[config.mk]
export PLATFORM = sky130hd
export DESIGN_NAME = mbcs_sequencer
export DESIGN_NICKNAME = d
export VERILOG_FILES = /design/src/include/mbcs_pkg.sv /design/src/hw/mbcs_sequencer.sv
export SDC_FILE = /design/constraint.sdc
export NUM_CORES = 1
export LEC_CHECK = 0
export BUFFER_PORTS_ARGS = -buffer_cell sky130_fd_sc_hd__buf_2
export CORE_UTILIZATION = 60
export CTS_BUF_LIST = sky130_fd_sc_hd__clkbuf_4
export DETAILED_ROUTE_END_ITERATION = 7
export GPL_TIMING_DRIVEN = 0
export PLACE_DENSITY = 0.88
export SYNTH_ARGS = -nofsm -noshare
export SYNTH_HDL_FRONTEND = slang
export SYNTH_SLANG_ARGS = --single-unit
[constraint.sdc]
create_clock -name pclk -period 6.7 [get_ports pclk]
set_clock_uncertainty 0.2 [all_clocks]
set_input_delay 1.005 -clock pclk [delete_from_list [all_inputs] [get_ports pclk]]
set_output_delay 1.005 -clock pclk [all_outputs]
set_load 0.03 [all_outputs]
[src/include/mbcs_pkg.sv]
// Package for the motor bypass contactor sequencer: register map, field
// positions, reset values, enumerations and packed structures.
// Assumes a 32-bit APB slave with byte addresses.
package mbcs_pkg;

    // Register byte offsets
    localparam logic [7:0] MBCS_CTRL_OFS   = 8'h00;
    localparam logic [7:0] MBCS_CFG_OFS    = 8'h04;
    localparam logic [7:0] MBCS_STATUS_OFS = 8'h08;
    localparam logic [7:0] MBCS_FREQ_OFS   = 8'h0c;

    // Control register fields
    localparam int CTRL_BYPASS_CMD_BIT  = 0;
    localparam int CTRL_ON_BIT          = 1;
    localparam int CTRL_NORMAL_OFF_BIT  = 2;
    localparam int CTRL_COAST_STOP_BIT  = 3;
    localparam int CTRL_QUICK_STOP_BIT  = 4;
    localparam int CTRL_OVP_EN_BIT      = 5;
    localparam logic [31:0] CTRL_RESET  = 32'h0000_001c;

    // Configuration register fields
    localparam int CFG_MODE_LSB         = 0;  // bypass_mode_sel, 2 bits
    localparam int CFG_CTRL_MODE_LSB    = 4;  // control_mode_sel, 5 bits
    localparam int CFG_AUTO_RESTART_LSB = 12; // auto_restart_mode, 3 bits
    localparam int CFG_FLYING_BIT       = 16; // flying_restart_mode
    localparam int CFG_SYNC_EN_BIT      = 17; // synchronizer_enable
    localparam int CFG_SYNC_SRC_BIT     = 18; // synchronizer_trigger_src
    localparam int CFG_INDUCTION_BIT    = 19;
    localparam int CFG_SIGNAL_TRIG_BIT  = 20;
    localparam logic [31:0] CFG_RESET   = 32'h0000_0000;

    // Status register fields
    localparam int STAT_STATE_LSB       = 0;  // 4 bits
    localparam int STAT_PU_CMD_BIT      = 4;
    localparam int STAT_LINE_CMD_BIT    = 5;
    localparam int STAT_SYNC_REQ_BIT    = 6;
    localparam int STAT_PULSE_INH_BIT   = 7;
    localparam int STAT_PU_FB_BIT       = 8;
    localparam int STAT_LINE_FB_BIT     = 9;
    localparam int STAT_PERMIT_BIT      = 10;
    localparam int STAT_TEMP_MON_BIT    = 11;

    // Documented selector values
    localparam logic [1:0] MODE_SYNC_OVERLAP   = 2'h1;
    localparam logic [4:0] CTRL_MODE_SLESS     = 5'h14; // 20
    localparam logic [4:0] CTRL_MODE_VF_MAX    = 5'h13; // 19
    localparam logic [2:0] AUTO_RESTART_BYPASS = 3'h4;
    localparam int         FREQ_W              = 16;

    typedef enum {
        ST_IDLE,        // Pulses inhibited, motor off line
        ST_CONV_RUN,    // Motor on converter
        ST_SYNC_TO_LINE,
        ST_WAIT_LINE_FB,
        ST_RDY_OP_BYP,  // Ready for operation and bypass
        ST_RDY_ST_BYP,  // Ready to start and bypass
        ST_SYNC_FROM_LINE,
        ST_WAIT_PU_FB,
        ST_COAST
    } mbcs_state_t;

    typedef struct packed {
        logic [31:0] ctrl;
        logic [31:0] cfg;
    } mbcs_regs_t;

    typedef struct packed {
        logic power_unit_contactor_cmd;
        logic line_contactor_cmd;
        logic synchronizing_request;
        logic pulse_inhibit;
        logic temp_monitor_active;
    } mbcs_outs_t;

endpackage

[src/hw/mbcs_sequencer.sv]
// Motor bypass contactor sequencer with APB register access.
// Assumes contactor feedbacks, sync flag and DC-link comparator arrive
// asynchronously from pins; APB runs on pclk.
//
// Overview of operation
// Drive power-unit and line contactor commands; read both contactor feedbacks.
// Coast-stop or quick-stop withdrawn opens bypass; motor coasts down.
// Normal off withdrawn in bypass keeps the line contactor closed.
// After power-on, enter ready-to-start-and-bypass only with signal trigger, command, restart 4.
// Power-up bypass entry takes priority over automatic restart switch-on.
// Temperature monitoring active in both bypass ready states.
// Bypass permitted only for induction motor, control mode 20 or 0..19.
// Mode 1 overlaps both contactors closed during each changeover.
// Overlapping bypass triggered only by the bypass control signal.
// At DC-link maximum with protection on, inhibit pulses, only if flying restart 1. Code inhibits only while the power-unit contactor is commanded closed.
// Bypass command with converter running raises synchronizing request.
// Sync reached flag closes the line contactor internally.
// Line feedback closed then open power-unit contactor, inhibit pulses.
// On command withdrawn on line moves to ready-to-start-and-bypass.
// Bypass withdrawn raises sync request before enabling pulses to retrieve.
// During retrieval, sync reached closes the power-unit contactor.
// Power-unit feedback closed then open line contactor, run on converter.
// Outside controller interlocks bypass switch if drive powers down fully.
// Overlap needs synchronizer enable 1 and trigger from the sync request.
// Sync target frequency reported unsigned, without phase direction.
// Flying restart recommended since pulses may enable with motor rotating.
// Sync request clears after each completed handover.
//
// The APB register port and the placing of the registers were chosen for this implementation.
`timescale 1ns/1ps
`default_nettype none

module mbcs_sequencer
    import mbcs_pkg::*;
(
    input  wire logic                      pclk,
    input  wire logic                      presetn,
    input  wire logic                      psel,
    input  wire logic                      penable,
    input  wire logic                      pwrite,
    input  wire logic [7:0]                paddr,
    input  wire logic [31:0]               pwdata,
    output logic      [31:0]               prdata,
    output logic                           pready,
    output logic                           pslverr,
    input  wire logic                      power_unit_contactor_fb,
    input  wire logic                      line_contactor_fb,
    input  wire logic                      sync_reached_flag,
    input  wire logic                      dc_link_at_max,
    input  wire logic [mbcs_pkg::FREQ_W-1:0] sync_target_freq_in,
    output logic                           power_unit_contactor_cmd,
    output logic                           line_contactor_cmd,
    output logic                           synchronizing_request,
    output logic                           pulse_inhibit,
    output logic                           temp_monitor_active
);
    import mbcs_pkg::*;

    // Whole module state
    typedef struct packed {
        mbcs_regs_t                 regs;
        mbcs_state_t                st;
        mbcs_outs_t                 outs;
        logic [1:0]                 pu_fb_sync;
        logic [1:0]                 line_fb_sync;
        logic [1:0]                 sync_sync;
        logic [1:0]                 vdc_sync;
        logic                       bypass_cmd_q;
        logic                       powerup_eval;
        logic [FREQ_W-1:0]          freq;
        logic [31:0]                prdata;
        logic                       pready;
        logic                       pslverr;
    } mbcs_all_t;

    mbcs_all_t s_r;
    mbcs_all_t s_nxt;

    logic pu_fb;
    logic line_fb;
    logic sync_ok;
    logic vdc_max;
    logic bypass_cmd;
    logic on_cmd;
    logic coast_ok;
    logic quick_ok;
    logic normal_off_ok;
    logic permit;
    logic ovp_armed;
    logic [4:0] ctrl_mode;
    logic apb_acc;
    logic apb_wr;

    // Second stage only is read; first stage is left to settle
    assign pu_fb   = s_r.pu_fb_sync[1];
    assign line_fb = s_r.line_fb_sync[1];
    assign sync_ok = s_r.sync_sync[1];
    assign vdc_max = s_r.vdc_sync[1];

    // Decoded control and configuration fields
    assign bypass_cmd    = s_r.regs.ctrl[CTRL_BYPASS_CMD_BIT];
    assign on_cmd        = s_r.regs.ctrl[CTRL_ON_BIT];
    assign normal_off_ok = s_r.regs.ctrl[CTRL_NORMAL_OFF_BIT];
    assign coast_ok      = s_r.regs.ctrl[CTRL_COAST_STOP_BIT];
    assign quick_ok      = s_r.regs.ctrl[CTRL_QUICK_STOP_BIT];
    assign ctrl_mode     = s_r.regs.cfg[CFG_CTRL_MODE_LSB +: 5];
    assign apb_acc       = psel && penable && !s_r.pready;
    assign apb_wr        = psel && penable && pwrite && s_r.pready;

    // Bypass allowed only in overlap mode with synchronizer set up
    assign permit = s_r.regs.cfg[CFG_INDUCTION_BIT]
                 && (ctrl_mode == CTRL_MODE_SLESS || ctrl_mode <= CTRL_MODE_VF_MAX)
                 && s_r.regs.cfg[CFG_MODE_LSB +: 2] == MODE_SYNC_OVERLAP
                 && s_r.regs.cfg[CFG_SYNC_EN_BIT]
                 && s_r.regs.cfg[CFG_SYNC_SRC_BIT];

    // Overvoltage guard needs flying restart, since the motor then coasts
    assign ovp_armed = s_r.regs.ctrl[CTRL_OVP_EN_BIT] && s_r.regs.cfg[CFG_FLYING_BIT];

    // Next-state logic: APB, synchronisers and the sequencer
    always_comb begin
        s_nxt = s_r;
        s_nxt.pu_fb_sync   = {s_r.pu_fb_sync[0], power_unit_contactor_fb};
        s_nxt.line_fb_sync = {s_r.line_fb_sync[0], line_contactor_fb};
        s_nxt.sync_sync    = {s_r.sync_sync[0], sync_reached_flag};
        s_nxt.vdc_sync     = {s_r.vdc_sync[0], dc_link_at_max};
        s_nxt.bypass_cmd_q = bypass_cmd;
        // Unsigned magnitude only; phase order must be matched in wiring
        s_nxt.freq         = sync_target_freq_in;

        // APB slave: one wait state, answer in the second access cycle
        s_nxt.pready  = apb_acc;
        s_nxt.pslverr = 1'b0;
        if (apb_acc) begin
            s_nxt.prdata = 32'h0000_0000;
            case (paddr)
                MBCS_CTRL_OFS: begin
                    s_nxt.prdata = s_r.regs.ctrl;
                end
                MBCS_CFG_OFS: begin
                    s_nxt.prdata = s_r.regs.cfg;
                end
                MBCS_STATUS_OFS: begin
                    s_nxt.prdata[STAT_STATE_LSB +: 4] = 4'(s_r.st);
                    s_nxt.prdata[STAT_PU_CMD_BIT]     = s_r.outs.power_unit_contactor_cmd;
                    s_nxt.prdata[STAT_LINE_CMD_BIT]   = s_r.outs.line_contactor_cmd;
                    s_nxt.prdata[STAT_SYNC_REQ_BIT]   = s_r.outs.synchronizing_request;
                    s_nxt.prdata[STAT_PULSE_INH_BIT]  = s_r.outs.pulse_inhibit;
                    s_nxt.prdata[STAT_PU_FB_BIT]      = pu_fb;
                    s_nxt.prdata[STAT_LINE_FB_BIT]    = line_fb;
                    s_nxt.prdata[STAT_PERMIT_BIT]     = permit;
                    s_nxt.prdata[STAT_TEMP_MON_BIT]   = s_r.outs.temp_monitor_active;
                    s_nxt.pslverr                     = pwrite;
                end
                MBCS_FREQ_OFS: begin
                    s_nxt.prdata[FREQ_W-1:0] = s_r.freq;
                    s_nxt.pslverr            = pwrite;
                end
                default: begin
                    s_nxt.pslverr = 1'b1;
                end
            endcase
        end

        // Write lands at the completing edge, where the master sees pready
        if (apb_wr && paddr == MBCS_CTRL_OFS) begin
            s_nxt.regs.ctrl = {26'h0, pwdata[5:0]};
        end
        if (apb_wr && paddr == MBCS_CFG_OFS) begin
            s_nxt.regs.cfg = pwdata & 32'h001f_71f3;
        end

        // Sequencer
        case (s_r.st)
            ST_IDLE: begin
                s_nxt.outs.pulse_inhibit = 1'b1;
                // Configuration comes up cleared, so recovery is weighed until first switch-on
                // Power-up bypass recovery beats restart switch-on
                if (s_r.powerup_eval && line_fb && !pu_fb && permit && bypass_cmd
                    && s_r.regs.cfg[CFG_SIGNAL_TRIG_BIT]
                    && s_r.regs.cfg[CFG_AUTO_RESTART_LSB +: 3] == AUTO_RESTART_BYPASS) begin
                    s_nxt.powerup_eval = 1'b0;
                    s_nxt.outs.line_contactor_cmd = 1'b1;
                    s_nxt.st = ST_RDY_ST_BYP;
                end else if (on_cmd && coast_ok && quick_ok && normal_off_ok) begin
                    s_nxt.powerup_eval = 1'b0;
                    s_nxt.outs.power_unit_contactor_cmd = 1'b1;
                    s_nxt.outs.pulse_inhibit = 1'b0;
                    s_nxt.st = ST_CONV_RUN;
                end
            end
            ST_CONV_RUN: begin
                if (!on_cmd || !normal_off_ok) begin
                    s_nxt.outs.pulse_inhibit = 1'b1;
                    s_nxt.outs.power_unit_contactor_cmd = 1'b0;
                    s_nxt.st = ST_IDLE;
                end else if (bypass_cmd && !s_r.bypass_cmd_q && permit && pu_fb) begin
                    // Only the control signal edge starts a transfer
                    s_nxt.outs.synchronizing_request = 1'b1;
                    s_nxt.st = ST_SYNC_TO_LINE;
                end
            end
            ST_SYNC_TO_LINE: begin
                if (sync_ok) begin
                    s_nxt.outs.line_contactor_cmd = 1'b1;
                    s_nxt.st = ST_WAIT_LINE_FB;
                end
            end
            ST_WAIT_LINE_FB: begin
                // Both closed until line feedback proves the overlap
                if (line_fb) begin
                    s_nxt.outs.power_unit_contactor_cmd = 1'b0;
                    s_nxt.outs.pulse_inhibit = 1'b1;
                    s_nxt.outs.synchronizing_request = 1'b0;
                    s_nxt.st = ST_RDY_OP_BYP;
                end
            end
            ST_RDY_OP_BYP: begin
                // Normal off leaves the motor on the line
                if (!on_cmd || !normal_off_ok) begin
                    s_nxt.st = ST_RDY_ST_BYP;
                end else if (!bypass_cmd) begin
                    // Request raised ahead of pulse enable means retrieval
                    s_nxt.outs.synchronizing_request = 1'b1;
                    s_nxt.st = ST_SYNC_FROM_LINE;
                end
            end
            ST_RDY_ST_BYP: begin
                if (on_cmd && normal_off_ok) begin
                    s_nxt.st = ST_RDY_OP_BYP;
                end
            end
            ST_SYNC_FROM_LINE: begin
                s_nxt.outs.pulse_inhibit = 1'b0; // One cycle after the request
                if (sync_ok && s_r.outs.synchronizing_request && !s_r.outs.pulse_inhibit) begin
                    s_nxt.outs.power_unit_contactor_cmd = 1'b1;
                    s_nxt.st = ST_WAIT_PU_FB;
                end
            end
            ST_WAIT_PU_FB: begin
                if (pu_fb) begin
                    s_nxt.outs.line_contactor_cmd = 1'b0;
                    s_nxt.outs.synchronizing_request = 1'b0;
                    s_nxt.st = ST_CONV_RUN;
                end
            end
            ST_COAST: begin
                if (!on_cmd && coast_ok && quick_ok) begin
                    s_nxt.st = ST_IDLE;
                end
            end
            default: begin
                s_nxt.st = ST_IDLE;
            end
        endcase

        // Overvoltage while the power-unit contactor is commanded closed: stop pulses, no further rise
        if (ovp_armed && vdc_max && s_r.outs.power_unit_contactor_cmd) begin
            s_nxt.outs.pulse_inhibit = 1'b1;
        end

        // Coast or quick stop opens everything in every mode
        if (!coast_ok || !quick_ok) begin
            s_nxt.outs.power_unit_contactor_cmd = 1'b0;
            s_nxt.outs.line_contactor_cmd = 1'b0;
            s_nxt.outs.synchronizing_request = 1'b0;
            s_nxt.outs.pulse_inhibit = 1'b1;
            s_nxt.st = ST_COAST;
        end

        // Temperature sensing stays live in both bypass ready states
        s_nxt.outs.temp_monitor_active = (s_nxt.st == ST_RDY_ST_BYP)
                                      || (s_nxt.st == ST_RDY_OP_BYP);
    end

    // State register; reset leaves pulses inhibited and contactors open
    always_ff @(posedge pclk or negedge presetn) begin
        if (!presetn) begin
            s_r                    <= '0;
            s_r.regs.ctrl          <= CTRL_RESET;
            s_r.regs.cfg           <= CFG_RESET;
            s_r.st                 <= ST_IDLE;
            s_r.outs.pulse_inhibit <= 1'b1;
            s_r.powerup_eval       <= 1'b1;
        end else begin
            s_r <= s_nxt;
        end
    end

    // Outputs straight from the state flip-flops
    assign prdata                   = s_r.prdata;
    assign pready                   = s_r.pready;
    assign pslverr                  = s_r.pslverr;
    assign power_unit_contactor_cmd = s_r.outs.power_unit_contactor_cmd;
    assign line_contactor_cmd       = s_r.outs.line_contactor_cmd;
    assign synchronizing_request    = s_r.outs.synchronizing_request;
    assign pulse_inhibit            = s_r.outs.pulse_inhibit;
    assign temp_monitor_active      = s_r.outs.temp_monitor_active;

endmodule

`default_nettype wire

# Yosys cells after proc, flatten, opt, wreduce, memory -nomap -nowiden
# Cells that the tools add are included.
[word_totals]
register_bits = 118
ramBits = 0
out_inout_bits = 39
latch_bits = 0
memories = 0
input_bits = 65
rom_bits = 0
[classes]
eq_ne = 30
n_mul = 0
n_lt_le_gt_ge = 1
div = 0
bitwise = 0
n_reduce_logical = 56
add_sub_neg = 0
shifts = 0
n_mux = 39
[op_table]
columns = ["operator", "count"]
rows = [
  ["$mux 32", 9],
  ["$pmux 32 s9", 1],
  ["$eq 32x3->1 const B", 4],
  ["$mux 33", 3],
  ["$eq 32x4->1 const B", 3],
  ["$eq 32x2->1 const B", 2],
  ["$pmux 12 s4", 1],
  ["$mux 36", 1],
  ["$ne 3x3->1 const B", 12],
  ["$eq 32x1->1 const B", 1],
  ["$logic_not 32->1", 1],
  ["$logic_and 1x1->1", 30],
  ["$eq 8x4->1 const B", 2],
  ["$mux 1", 15],
  ["$pmux 1 s4", 3],
  ["$reduce_bool 5->1", 2],
  ["$eq 8x3->1 const B", 1],
  ["$logic_not 1->1", 8],
  ["$logic_not 8->1", 1],
  ["$ne 4x4->1 const B", 2],
  ["$pmux 4 s2", 1],
  ["$reduce_and 7->1", 1],
  ["$reduce_and 6->1", 1],
  ["$reduce_bool 6->1", 1],
  ["other kinds (15)", 20],
]

# Logic depth before layout (Yosys ltp)
# Gate-level depths: netlist of run 1.
[logic_depth]
depth_word = 16
depth_mapped = 7
ltp_nobuf = 6

# Worst setup path before layout of run 1
# OpenSTA, ideal clock, no wires.
[synth_path]
kind = "input to register"
from = "input port paddr[5]"
to = "register s_r, in the netlist ctrl_mode[3]"
path_buffers = 1
cell_stages = 6
arrival_time_ns = 2.683
setup_slack_ns = 3.692
path_cell_list = "or4_1 -> nor3_2 -> nand2_1 -> nor3_4 -> buf_6 -> mux2_2"
[synth_via]
elab_chain_cells = 2
[synth_rtl]
columns = ["item", "line_no", "source"]
rows = [
  ["start, declared", "mbcs_sequencer.sv:41", "input wire logic [7:0] paddr,"],
  ["$eq 8x3->1", "mbcs_sequencer.sv:169", "if (apb_wr && paddr == MBCS_CFG_OFS) begin"],
  ["$logic_and 1x1->1", "mbcs_sequencer.sv:169", ""],
  ["end signal, assigned", "mbcs_sequencer.sv:286", "s_r <= s_nxt;"],
  ["end, declared", "mbcs_sequencer.sv:76", "mbcs_all_t s_r;"],
]
# No other way between the ends.
# A chain may end at the register's enable or synchronous reset.

# Final worst setup path of run 1
[layout_path]
from = "input port paddr[5]"
to = "register s_r, in the netlist ctrl_mode[4]"
# The elaborated chain is that of the path after synthesis.

==> qor.txt, run 1 <==
OUTCOME
-------------------------------------------------------------------------------------
Result of the run                                                           completed

PWR
-------------------------------------------------------------------------------------
Pwr Density                                                               203 mW/mm^2
Combinational cell fraction of total power                                       6.2%
Overall power after layout                                                    1.07 mW
Sw Share                                                                        26.9%
Power spent charging and discharging nets                                    0.288 mW
Reported leakage power                                                        2.57 nW
Maximum VDD drop                                                             0.159 mV
Internal                                                                     0.783 mW
Sequential group share of total power                                           62.6%
Proportion of power drawn by the clock network                                  31.2%

PLACED DESIGN
-------------------------------------------------------------------------------------
Instance area after placement                                            0.00513 mm^2
Count of port buffers added during placement                                       75
Post-DP HPWL                                                                  7050 um
Final RePlAce weighted congestion                                               0.883

HOLD PATH
-------------------------------------------------------------------------------------
Terminating pin of the worst hold path                                   line_fb$_DFF_PN0_
HP Start                                                                 s_nxt[57]$_DFF_PN0_
Worst min path class                                                     flip-flop to flip-flop
Worst Hold Depth                                                                    0

FINAL LAYOUT
-------------------------------------------------------------------------------------
Most frequent standard cell in the layout excluding fill and tap cells        dfrtp_1
Final nets                                                                        556
ANT cells                                                                           0
Layout cell share with drive strength beyond 1                                  33.9%
Area of all placed cells without fillers                                 0.00529 mm^2
Utilization of the core after routing                                           73.3%
Total of fill cells in the finished design                                        535
Synthesis-to-finish area growth                                                 18.7%
Most frequent cells in the layout                                        dfrtp_1 (102), buf_2 (74), conb_1 (39), nand2_1 (38), buf_4 (33)

DETAILED ROUTING
-------------------------------------------------------------------------------------
Vias                                                                             3225
Via count normalized by instance count                                           5.42
First-pass detailed-route iteration total                                           4
DRT Wirelength                                                                9500 um
DRC violation count after routing                                                   0
Routed WL per cell                                                            16.0 um
Drt initial violations                                                            232
Remaining antenna violation count                                                   0

STA
-------------------------------------------------------------------------------------
Headroom to the max-slew limit                                                  41.9%
Min Clock Period, post-route                                                  2.91 ns
Slew at the pin closest to its max-slew limit                                0.865 ns
Fmax                                                                        0.343 GHz
Final Hold Viols                                                                    0
Number of max-slew violations in the final report                                   0
TNS Setup                                                                        0 ns
Hold slack final                                                             0.171 ns
RSZ-0062 raised after global routing                                            false
Post-route clock period utilization                                             43.5%
Finish-stage setup viols                                                            0

GLOBAL ROUTING
-------------------------------------------------------------------------------------
Remaining global-route overflow                                                     0
Total Routing Usage GR                                                          26.8%
Via count of the first global-routing pass                                       3098
Maximum number of pins on one net before global-route repair                       77
Wire length of the first global-routing pass                                 15200 um
Global routing met3 resource utilization                                        5.56%
GR Layer Usage met2                                                             44.8%
Initial antenna violation count                                                     0
GRT busiest layer                                                                met2
Met1 global-route usage                                                         34.7%

WORST SETUP PATH
-------------------------------------------------------------------------------------
Length in cells of the worst reg-to-reg path                                        6
Required time reported for the critical path endpoint                         6.87 ns
Critical path endpoint category                                             flip-flop
Element type at the critical path start                                     input pin
Delay of the slowest critical-path stage                                      0.58 ns
Critical register-to-register path endpoint                              s_r[65]$_DFF_PN0_
Type of the worst setup path                                             input pin to flip-flop
Critical-path cell with the highest stage delay                                 or4_1
Reg-to-Reg Start                                                         s_r[89]$_DFF_PN0_
CP cell instances                                                        buf_2 -> or4_1 -> nor3_2 -> nand2_1 -> nor3_4 -> buf_6 -> mux2_2
Cell family with the largest share of critical-path delay                simple AND/OR/NAND/NOR gates
Largest fanout of any net on the critical path                                     10
Arrival @ worst endpoint                                                      3.08 ns
Count of buffer and inverter cells on the critical path                             2
Register-to-register path setup slack                                         4.20 ns
Source of the critical timing path                                           paddr[5]

CLOCKING
-------------------------------------------------------------------------------------
CTS H-tree depth                                                                    3
Hold-fix buffers at CTS                                                             0
Number of gates given a new drive strength after cts                                0
Source-to-sink clock delay at the later pin of the worst-skew pair            0.47 ns
Clock root buffer                                                            clkbuf_4
Clock sink count                                                                  107
Clock buffer depth                                                                  2
Clock tree from TritonCTS                                                        done
Count of buffers added by post-CTS timing repair for setup                          0
Clock-pin slew on the worst setup and hold paths                              0.16 ns
CTS buffer count                                                                    9

FLOORPLANNING
-------------------------------------------------------------------------------------
Starting Density                                                                61.7%
DIE AREA                                                                 0.00777 mm^2
Placement row count                                                                31
Ports placed on the boundary                                                      104
Core region area                                                         0.00721 mm^2
Die span in y                                                                 88.2 um
Die X-Extent                                                                  88.2 um

RUN
-------------------------------------------------------------------------------------
Max-cap check violation count                                                       0

YOSYS
-------------------------------------------------------------------------------------
Number of warnings printed during yosys synthesis                                   0
Mean instance size in the synthesized netlist                               12.2 um^2
Synth area leader                                                             dfrtp_1
Fraction of synthesized cell area taken by the top area cell type               57.3%
Cell types occupying the most area after synthesis                       dfrtp_1 (57%), mux2_2 (5.6%), buf_4 (5.4%)
Count of unique library cells instantiated by Yosys                                55
EDFF count, synth                                                                   0
Fraction of the yosys area taken by sequential cells                            60.3%
Share of synthesized registers carrying an async set or reset                    100%
Synthesis-stage register bit count                                                107
Most frequently used flop master after synthesis                              dfrtp_1
Post-synthesis instance total                                                     366
Mapped cell area                                                         0.00445 mm^2

-- registers in the layout, indices dropped and copies added (netlist names) --
register / cells
s_r: 63
prdata: 21
ctrl_mode: 5
s_nxt: 4
bypass_cmd: 1
coast_ok: 1
line_contactor_cmd: 1
line_fb: 1
normal_off_ok: 1
on_cmd: 1
power_unit_contactor_cmd: 1
pready: 1
pslverr: 1
pu_fb: 1
pulse_inhibit: 1
quick_ok: 1
synchronizing_request: 1
temp_monitor_active: 1
-- synthesized netlist by cell type (2+ instances only) --
| master | count |
|---|---|
| a211oi_1 | 2 |
| inv_1 | 3 |
| dfstp_2 | 5 |
| mux2i_1 | 5 |
| clkbuf_1 | 14 |
| a21oi_1 | 9 |
| dfrtp_1 | 102 |
| o21ai_0 | 19 |
| a22o_1 | 4 |
| nor4_1 | 10 |
| o311a_1 | 3 |
| mux2_1 | 2 |
| mux4_2 | 4 |
| nor2_1 | 15 |
| nand3_1 | 11 |
| or2_2 | 2 |
| a22oi_1 | 8 |
| and2_1 | 4 |
| nand4_1 | 3 |
| a41o_1 | 2 |
| nand2_1 | 38 |
| or3_1 | 3 |
| buf_6 | 2 |
| a31oi_1 | 3 |
| nor3_1 | 7 |
| buf_4 | 32 |
| mux2_2 | 22 |
| a221oi_1 | 2 |
| nor2b_1 | 2 |
| nor3b_1 | 2 |
| nand3b_1 | 2 |
-- logic make-up after synthesis --
logic type / count (synthesis) / synth area share (%)
DFF: 107 / 60.3
and+or+nand+nor: 112 / 13.7
muxes: 33 / 9.21
AOI/OAI and AO/OA: 61 / 9.30
other: 1 / 0.0842
buffers and inverters: 52 / 7.42
-- area by class of cell --
type,count,area [um^2],area share (%)
Multi-Input combinational cell,245,1580,29.9
Buffer,48,315,5.97
Sequential cell,107,2680,50.8
Tap cell,99,124,2.34
Timing Repair Buffer,76,405,7.67
Inverter,4,15.0,0.284
Clock buffer,9,67.6,1.28
Clock inverter,7,91.3,1.73
-- worst max-delay path by stage --
stage / cells after the start / to
after floorplan: 6 / ctrl_mode[3]$_DFFE_PN0P_
after global placement: 7 / s_r[115]$_DFFE_PN0P_
after detailed placement: 7 / s_r[114]$_DFFE_PN0P_
after CTS: 7 / ctrl_mode[4]$_DFFE_PN0P_
after global routing: 7 / ctrl_mode[3]$_DFFE_PN0P_
final: 7 / ctrl_mode[4]$_DFFE_PN0P_
-- power by group through the flow --
stage	Clock, mW	Sequential, mW	Combinational [mW]
floorplan	0	0.681	0.0311
global placement	0	0.682	0.0626
global route	0.363	0.673	0.0743
finish	0.334	0.671	0.0663
detailed placement	0	0.683	0.0661
CTS	0.341	0.671	0.0663
-- worst reg2reg max path, delay by kind of cell (launching register included) --
family	cells	cell delay, ns
compound gates	3	0.76
buf+inv	1	0.16
flops	1	0.40
simple gates	2	0.91
-- through the flow --
step                      cells  setup WS [ns]
after global placement      578           3.37
final                       595           3.79
after detailed placement    579           3.28
after global routing        595           3.72
after CTS                   595           3.78
after floorplan             404           3.69
-- metal layers --
layer / wire length, um / part of all wire (%) / vias up
met1: 3980 / 42 / 1571
met2: 4680 / 49 / 142
li1: - / - / 1487
met3: 626 / 6.6 / 25
met5: 0 / 0 / -
met4: 217 / 2.3 / 0
Note: power is estimated with default switching activity, not from simulation.
==> run 2, diff against run 1 <==
Settings changed: CORE_UTILIZATION 60 to 50, PLACE_DENSITY 0.88 to 0.78.
Clock period 6.7 ns to 2.33 ns, I/O delays scaled along.
==> run 2 against run 1 <==
  * Wire length is 9.5% higher
  * Critical path type is now flip-flop to flip-flop
  * Clock power grew to 2.8 times the previous value
  * Clock-buffer cell count stayed put
  * Non-clock buffer count is 41 higher
  * Via count is 4.1% higher
  * Global-route usage is 2.2 points lower
  * The flow now finishes with violations (setup timing)
  * Die area is 20% higher
  * Combinational power grew to 3.7 times the previous value
==> qor.txt, run 2 (synthesis results as in run 1) <==
CLOCKING
-------------------------------------------------------------------------------------
Clock sink count                                                                  107
CTS buffer count                                                                    9
Source-to-sink clock delay at the later pin of the worst-skew pair            0.46 ns
Clock-pin slew on the worst setup and hold paths                              0.18 ns
CTS H-tree depth                                                                    3
Clock tree from TritonCTS                                                        done
Clock buffer depth                                                                  2
Clock root buffer                                                            clkbuf_4

STA
-------------------------------------------------------------------------------------
Final Hold Viols                                                                    0
RSZ-0062 raised after global routing                                             true
Finish-stage setup viols                                                            3
Min Clock Period, post-route                                                  2.37 ns
Post-route clock period utilization                                              102%
TNS Setup                                                                  -0.0853 ns
Number of max-slew violations in the final report                                   0
Post-route setup slack                                                     -0.0430 ns
Slew at the pin closest to its max-slew limit                                0.741 ns
Fmax                                                                        0.421 GHz
Headroom to the max-slew limit                                                  50.6%

PLACED DESIGN
-------------------------------------------------------------------------------------
Final RePlAce weighted congestion                                               0.887
Post-DP HPWL                                                                  6950 um
Number of instances in the placed design                                          588
Count of port buffers added during placement                                       75

DETAILED ROUTING
-------------------------------------------------------------------------------------
Remaining antenna violation count                                                   0
DRC violation count after routing                                                   0
Routed WL per cell                                                            16.1 um
DRT Wirelength                                                               10400 um
Vias                                                                             3356
Drt initial violations                                                            312
First-pass detailed-route iteration total                                           6
Via count normalized by instance count                                           5.20

GLOBAL ROUTING
-------------------------------------------------------------------------------------
Initial antenna violation count                                                     0
Remaining global-route overflow                                                     0
Wire length of the first global-routing pass                                 16500 um
Via count of the first global-routing pass                                       3375
Total Routing Usage GR                                                          24.6%
Maximum number of pins on one net before global-route repair                       56

WORST SETUP PATH
-------------------------------------------------------------------------------------
Type of the worst setup path                                             flip-flop to flip-flop
Source of the critical timing path                                       s_r[89]$_DFF_PN0_
Critical path endpoint category                                             flip-flop
Largest fanout of any net on the critical path                                      4
Arrival @ worst endpoint                                                      2.52 ns
Register-to-register path setup slack                                        -0.04 ns
Required time reported for the critical path endpoint                         2.48 ns
Critical-path cell with the highest stage delay                                 or4_4
Element type at the critical path start                                     flip-flop
Reg-to-Reg Start                                                         s_r[89]$_DFF_PN0_
Delay of the slowest critical-path stage                                      0.55 ns
CP cell instances                                                        or4_4 -> or3_4 -> buf_12 -> nor4b_4 -> mux2i_1 -> a211oi_2

PWR
-------------------------------------------------------------------------------------
Pwr Density                                                               537 mW/mm^2
Sw Share                                                                        26.5%
Power spent charging and discharging nets                                    0.822 mW
Sequential group share of total power                                           62.1%
Internal                                                                      2.28 mW
Proportion of power drawn by the clock network                                  29.9%
Reported leakage power                                                        2.76 nW
Combinational cell fraction of total power                                       8.0%
Maximum VDD drop                                                             0.530 mV

HOLD PATH
-------------------------------------------------------------------------------------
HP Start                                                                     paddr[5]
Worst min path class                                                     input pin to flip-flop

FLOORPLANNING
-------------------------------------------------------------------------------------
Placement row count                                                                34
Ports placed on the boundary                                                      104
Die span in y                                                                 96.4 um
Starting Density                                                                51.3%
Core region area                                                         0.00868 mm^2
DIE AREA                                                                 0.00929 mm^2
Die X-Extent                                                                  96.4 um

OUTCOME
-------------------------------------------------------------------------------------
Violations in the final reports                                          setup timing
Result of the run                                                        finished with violations

FINAL LAYOUT
-------------------------------------------------------------------------------------
Largest register by flop count                                                    s_r
Number of flip-flops in the largest register                                       63
Final nets                                                                        597
Most frequent standard cell in the layout excluding fill and tap cells        dfrtp_1
ANT cells                                                                           0
Final Instance Count excl. Fillers                                                645
Synthesis-to-finish area growth                                                 29.8%
Layout cell share with drive strength beyond 1                                  33.7%
Most frequent cells in the layout                                        dfrtp_1 (102), buf_2 (74), dlygate4sd3_1 (41), conb_1 (39), nand2_1 (37)

RUN
-------------------------------------------------------------------------------------
Max-cap check violation count                                                       0

==> run 2: layer usage <==
metal	share of wire, %	wire length [um]	GRT usage (%)
met5	0	0	0
met4	2.8	290	9.07
met3	6.3	657	6.34
met2	51	5270	42.6
met1	40	4190	29.7
==> run 2: timing repair <==
item	4_1_cts	5_1_grt
pin swaps	4	7
gates resized for setup	6	7
endpoints found under the hold margin	90	0
hold buffers	41	0
endpoints found under the setup margin	4	6
setup buffers	1	2
==> run 2: power by group through the flow <==
stage          clock network [mW]  registers (mW)  logic, mW
3_5_place_dp                    0            1.96      0.191
2_1_floorplan                   0            1.96     0.0896
6_report                    0.928            1.93      0.248
4_1_cts                     0.958            1.93      0.244
5_1_grt                      1.03            1.94      0.277
3_3_place_gp                    0            1.96      0.180
==> run 2: cell type report <==
type | count | area, um^2
tap | 108 | 135
clock inverter | 7 | 81.3
clock buffer | 9 | 67.6
multi-input combinational | 245 | 1650
timing repair buffer | 120 | 851
fill | 666 | 2900
inverter | 4 | 15.0
buffer | 45 | 297
sequential | 107 | 2680
==> run 2: final timing paths <==
path                                                     end  cells after the start
max                        synchronizing_request$_DFFE_PN0P_                      6
min                                        pslverr$_DFF_PN0_                      4
max reg2reg                synchronizing_request$_DFFE_PN0P_                      6
min reg2reg                                line_fb$_DFF_PN0_                      0
max in group asynchronous          pulse_inhibit$_DFFE_PN1P_                      3
min in group asynchronous                  s_r[76]$_DFF_PN0_                      2
==> run 2: worst max-delay path, delay by kind of cell (launching register included) <==
| kind | cells | cell delay (ns) |
|---|---|---|
| buffers and inverters | 1 | 0.15 |
| AOI/OAI and AO/OA | 1 | 0.06 |
| muxes | 1 | 0.25 |
| DFF | 1 | 0.39 |
| and+or+nand+nor | 3 | 1.22 |
==> run 2: per-stage QoR <==
step                util, %  power (mW)  instance area, um^2  hold WS, ns  setup slack, ns
global route           66.6        3.25                 5780        0.129           -0.141
detailed placement     59.2        2.15                 5140        0.135           -0.314
floorplan                 -        2.05                 4600       -0.146           0.0290
CTS                    66.1        3.13                 5730       0.0701          -0.0292
global placement       58.9        2.14                 5110        0.133           -0.299
finish                 66.6        3.11                 5780       0.0901          -0.0430
==> run 3, diff against run 2 <==
Settings changed: CORE_UTILIZATION 50 to 45, PLACE_DENSITY 0.78 to 0.71, RECOVER_POWER from default to 100.
==> run 3 against run 2 <==
  * The flow still finishes with violations (setup timing)
  * Final cell count grew 3.1%
  * Maximum frequency grew 0.18%
  * Clock power is essentially flat
  * Register-to-register slack is essentially flat
  * Hold slack gained 0.0048 ns
  * Critical path depth is the same
  * Critical path type unchanged
==> qor.txt, run 3 (synthesis results as in run 1) <==
OUTCOME
-------------------------------------------------------------------------------------
Result of the run                                                        finished with violations
Violations in the final reports                                          setup timing

PLACED DESIGN
-------------------------------------------------------------------------------------
Final RePlAce weighted congestion                                               0.864
Post-DP HPWL                                                                  7190 um
Count of port buffers added during placement                                       75

STA
-------------------------------------------------------------------------------------
Fmax                                                                        0.422 GHz
TNS Setup                                                                  -0.0428 ns
Headroom to the max-slew limit                                                  3.57%
Post-route setup slack                                                     -0.0388 ns
Finish-stage setup viols                                                            2
Number of max-slew violations in the final report                                   0
Post-route clock period utilization                                              102%
Min Clock Period, post-route                                                  2.37 ns
Final Hold Viols                                                                    0
RSZ-0062 raised after global routing                                             true
Slew at the pin closest to its max-slew limit                                 1.45 ns

WORST SETUP PATH
-------------------------------------------------------------------------------------
Register-to-register path setup slack                                        -0.04 ns
Required time reported for the critical path endpoint                         2.53 ns
Type of the worst setup path                                             flip-flop to flip-flop
Critical path endpoint category                                             flip-flop
Reg-to-Reg Start                                                         s_r[89]$_DFF_PN0_
Element type at the critical path start                                     flip-flop
Length in cells of the worst reg-to-reg path                                        6
Source of the critical timing path                                       s_r[89]$_DFF_PN0_
Largest fanout of any net on the critical path                                      7
Critical register-to-register path endpoint                              s_r[65]$_DFF_PN0_
Arrival @ worst endpoint                                                      2.56 ns
Timing endpoint of the critical path                                     s_r[65]$_DFF_PN0_

GLOBAL ROUTING
-------------------------------------------------------------------------------------
Via count of the first global-routing pass                                       3321
Maximum number of pins on one net before global-route repair                       62
Wire length of the first global-routing pass                                 16300 um
Total Routing Usage GR                                                          21.2%
Initial antenna violation count                                                     0
Remaining global-route overflow                                                     0

PWR
-------------------------------------------------------------------------------------
Reported leakage power                                                        2.58 nW
Pwr Density                                                               547 mW/mm^2
Maximum VDD drop                                                             0.289 mV
Overall power after layout                                                    3.10 mW

DETAILED ROUTING
-------------------------------------------------------------------------------------
Post-route met1 wirelength                                                    4290 um
First-pass detailed-route iteration total                                           4
Via count normalized by instance count                                           5.01
Detail Route met2 WL                                                          5350 um
Top Metal Used                                                                   met4
Drt initial violations                                                            240
Met3 wirelength from detailed routing                                          561 um
DRC violation count after routing                                                   0
Vias                                                                             3331
Routed WL per cell                                                            15.5 um
DRT Wirelength                                                               10300 um
Remaining antenna violation count                                                   0

FINAL LAYOUT
-------------------------------------------------------------------------------------
Multi-input combinational cell area                                      0.00160 mm^2
Synthesis-to-finish area growth                                                 27.2%
Final nets                                                                        596
Most frequent cells in the layout                                        dfrtp_1 (102), buf_2 (44), clkbuf_1 (42), dlygate4sd3_1 (41), conb_1 (39)
Total of fill cells in the finished design                                        831
ANT cells                                                                           0
Layout cell share with drive strength beyond 1                                  26.5%
Area taken by flip-flops and latches                                     0.00268 mm^2
Most frequent standard cell in the layout excluding fill and tap cells        dfrtp_1
Largest register by flop count                                                    s_r
Number of flip-flops in the largest register                                       63

FLOORPLANNING
-------------------------------------------------------------------------------------
Ports placed on the boundary                                                      104
DIE AREA                                                                  0.0103 mm^2
Placement row count                                                                35
Die span in y                                                                  101 um
Die X-Extent                                                                   101 um
Starting Density                                                                47.3%
Core region area                                                         0.00942 mm^2

CLOCKING
-------------------------------------------------------------------------------------
Clock tree from TritonCTS                                                        done
Clock-pin slew on the worst setup and hold paths                              0.16 ns
Source-to-sink clock delay at the later pin of the worst-skew pair            0.45 ns
Clock root buffer                                                            clkbuf_4
CTS buffer count                                                                    9
Clock sink count                                                                  107
Clock buffer depth                                                                  2
CTS H-tree depth                                                                    3

RUN
-------------------------------------------------------------------------------------
Max-cap check violation count                                                       0

HOLD PATH
-------------------------------------------------------------------------------------
Worst min path class                                                     input pin to flip-flop

-- run 3: cell types whose count changed in the layout (fill, tap and decap cells not counted), sizes merged --
| cell | delta |
|---|---|
| buf | -34 |
| inv | -2 |
| clkbuf | +34 |
| clkinv | -3 |
| clkinvlp | +3 |
| bufinv | +1 |
-- run 3: worst max-delay path, stage by stage (launching register included) --
cell and delay [ns]:
dfrtp_1 0.39, or4_4 0.52, or3_1 0.37, buf_6 0.15
a211o_1 0.26, a221oi_2 0.26, o311a_1 0.17
-- run 3: report_power, final --
| part | switching (mW) | internal [mW] |
|---|---|---|
| clock network | 0.592 | 0.340 |
| logic | 0.130 | 0.111 |
| registers | 0.0208 | 1.91 |
-- run 3: area by class of cell --
class | instances | area share [%]
flip-flops and latches | 107 | 47.4
multi-input cells | 245 | 28.3
repair buffers | 118 | 13.5
plain buffers | 46 | 5.32
well taps | 129 | 2.85
clock buffers | 10 | 1.32
clock inverters | 6 | 1.15
inverters | 4 | 0.265
-- run 3: timing repair --
action,4_1_cts,5_1_grt
pin swaps,0,2
hold endpoints to repair,101,0
hold buffers,41,0
buffers inserted,0,1
cloned,0,0
gates resized for setup,5,3
endpoints found under the setup margin,4,11
-- run 3: routing by layer --
| layer | up-vias | track usage [%] |
|---|---|---|
| li1 | 1562 | - |
| met1 | 1633 | 26.6 |
| met2 | 126 | 37.5 |
| met3 | 10 | 3.11 |
| met4 | 0 | 7.80 |
| met5 | - | 0 |
-- run 3: worst min path at each step --
stage                     slack (ns)                 from  cells past startpoint                      to
after floorplan                -0.15              presetn                      0  bypass_cmd$_DFFE_PN0P_
after global placement          0.13  s_nxt[59]$_DFF_PN0_                      0         pu_fb$_DFF_PN0_
after detailed placement        0.14  s_nxt[57]$_DFF_PN0_                      0       line_fb$_DFF_PN0_
after CTS                       0.08             paddr[6]                      4       pslverr$_DFF_PN0_
after global routing            0.13             paddr[6]                      4       pslverr$_DFF_PN0_
final                           0.09             paddr[6]                      4       pslverr$_DFF_PN0_
-- run 3: stage by stage --
step | hold WS, ns | setup slack (ns) | cell area, um^2 | cells | util [%]
final | 0.0949 | -0.0388 | 5670 | 665 | 60.2
after global routing | 0.126 | -0.124 | 5670 | 665 | 60.2
after CTS | 0.0814 | -0.0392 | 5740 | 666 | 61.0
after detailed placement | 0.138 | -0.368 | 5160 | 609 | 54.8
after global placement | 0.134 | -0.359 | 5130 | 608 | 54.5
after floorplan | -0.146 | 0.0290 | 4600 | 404 | -
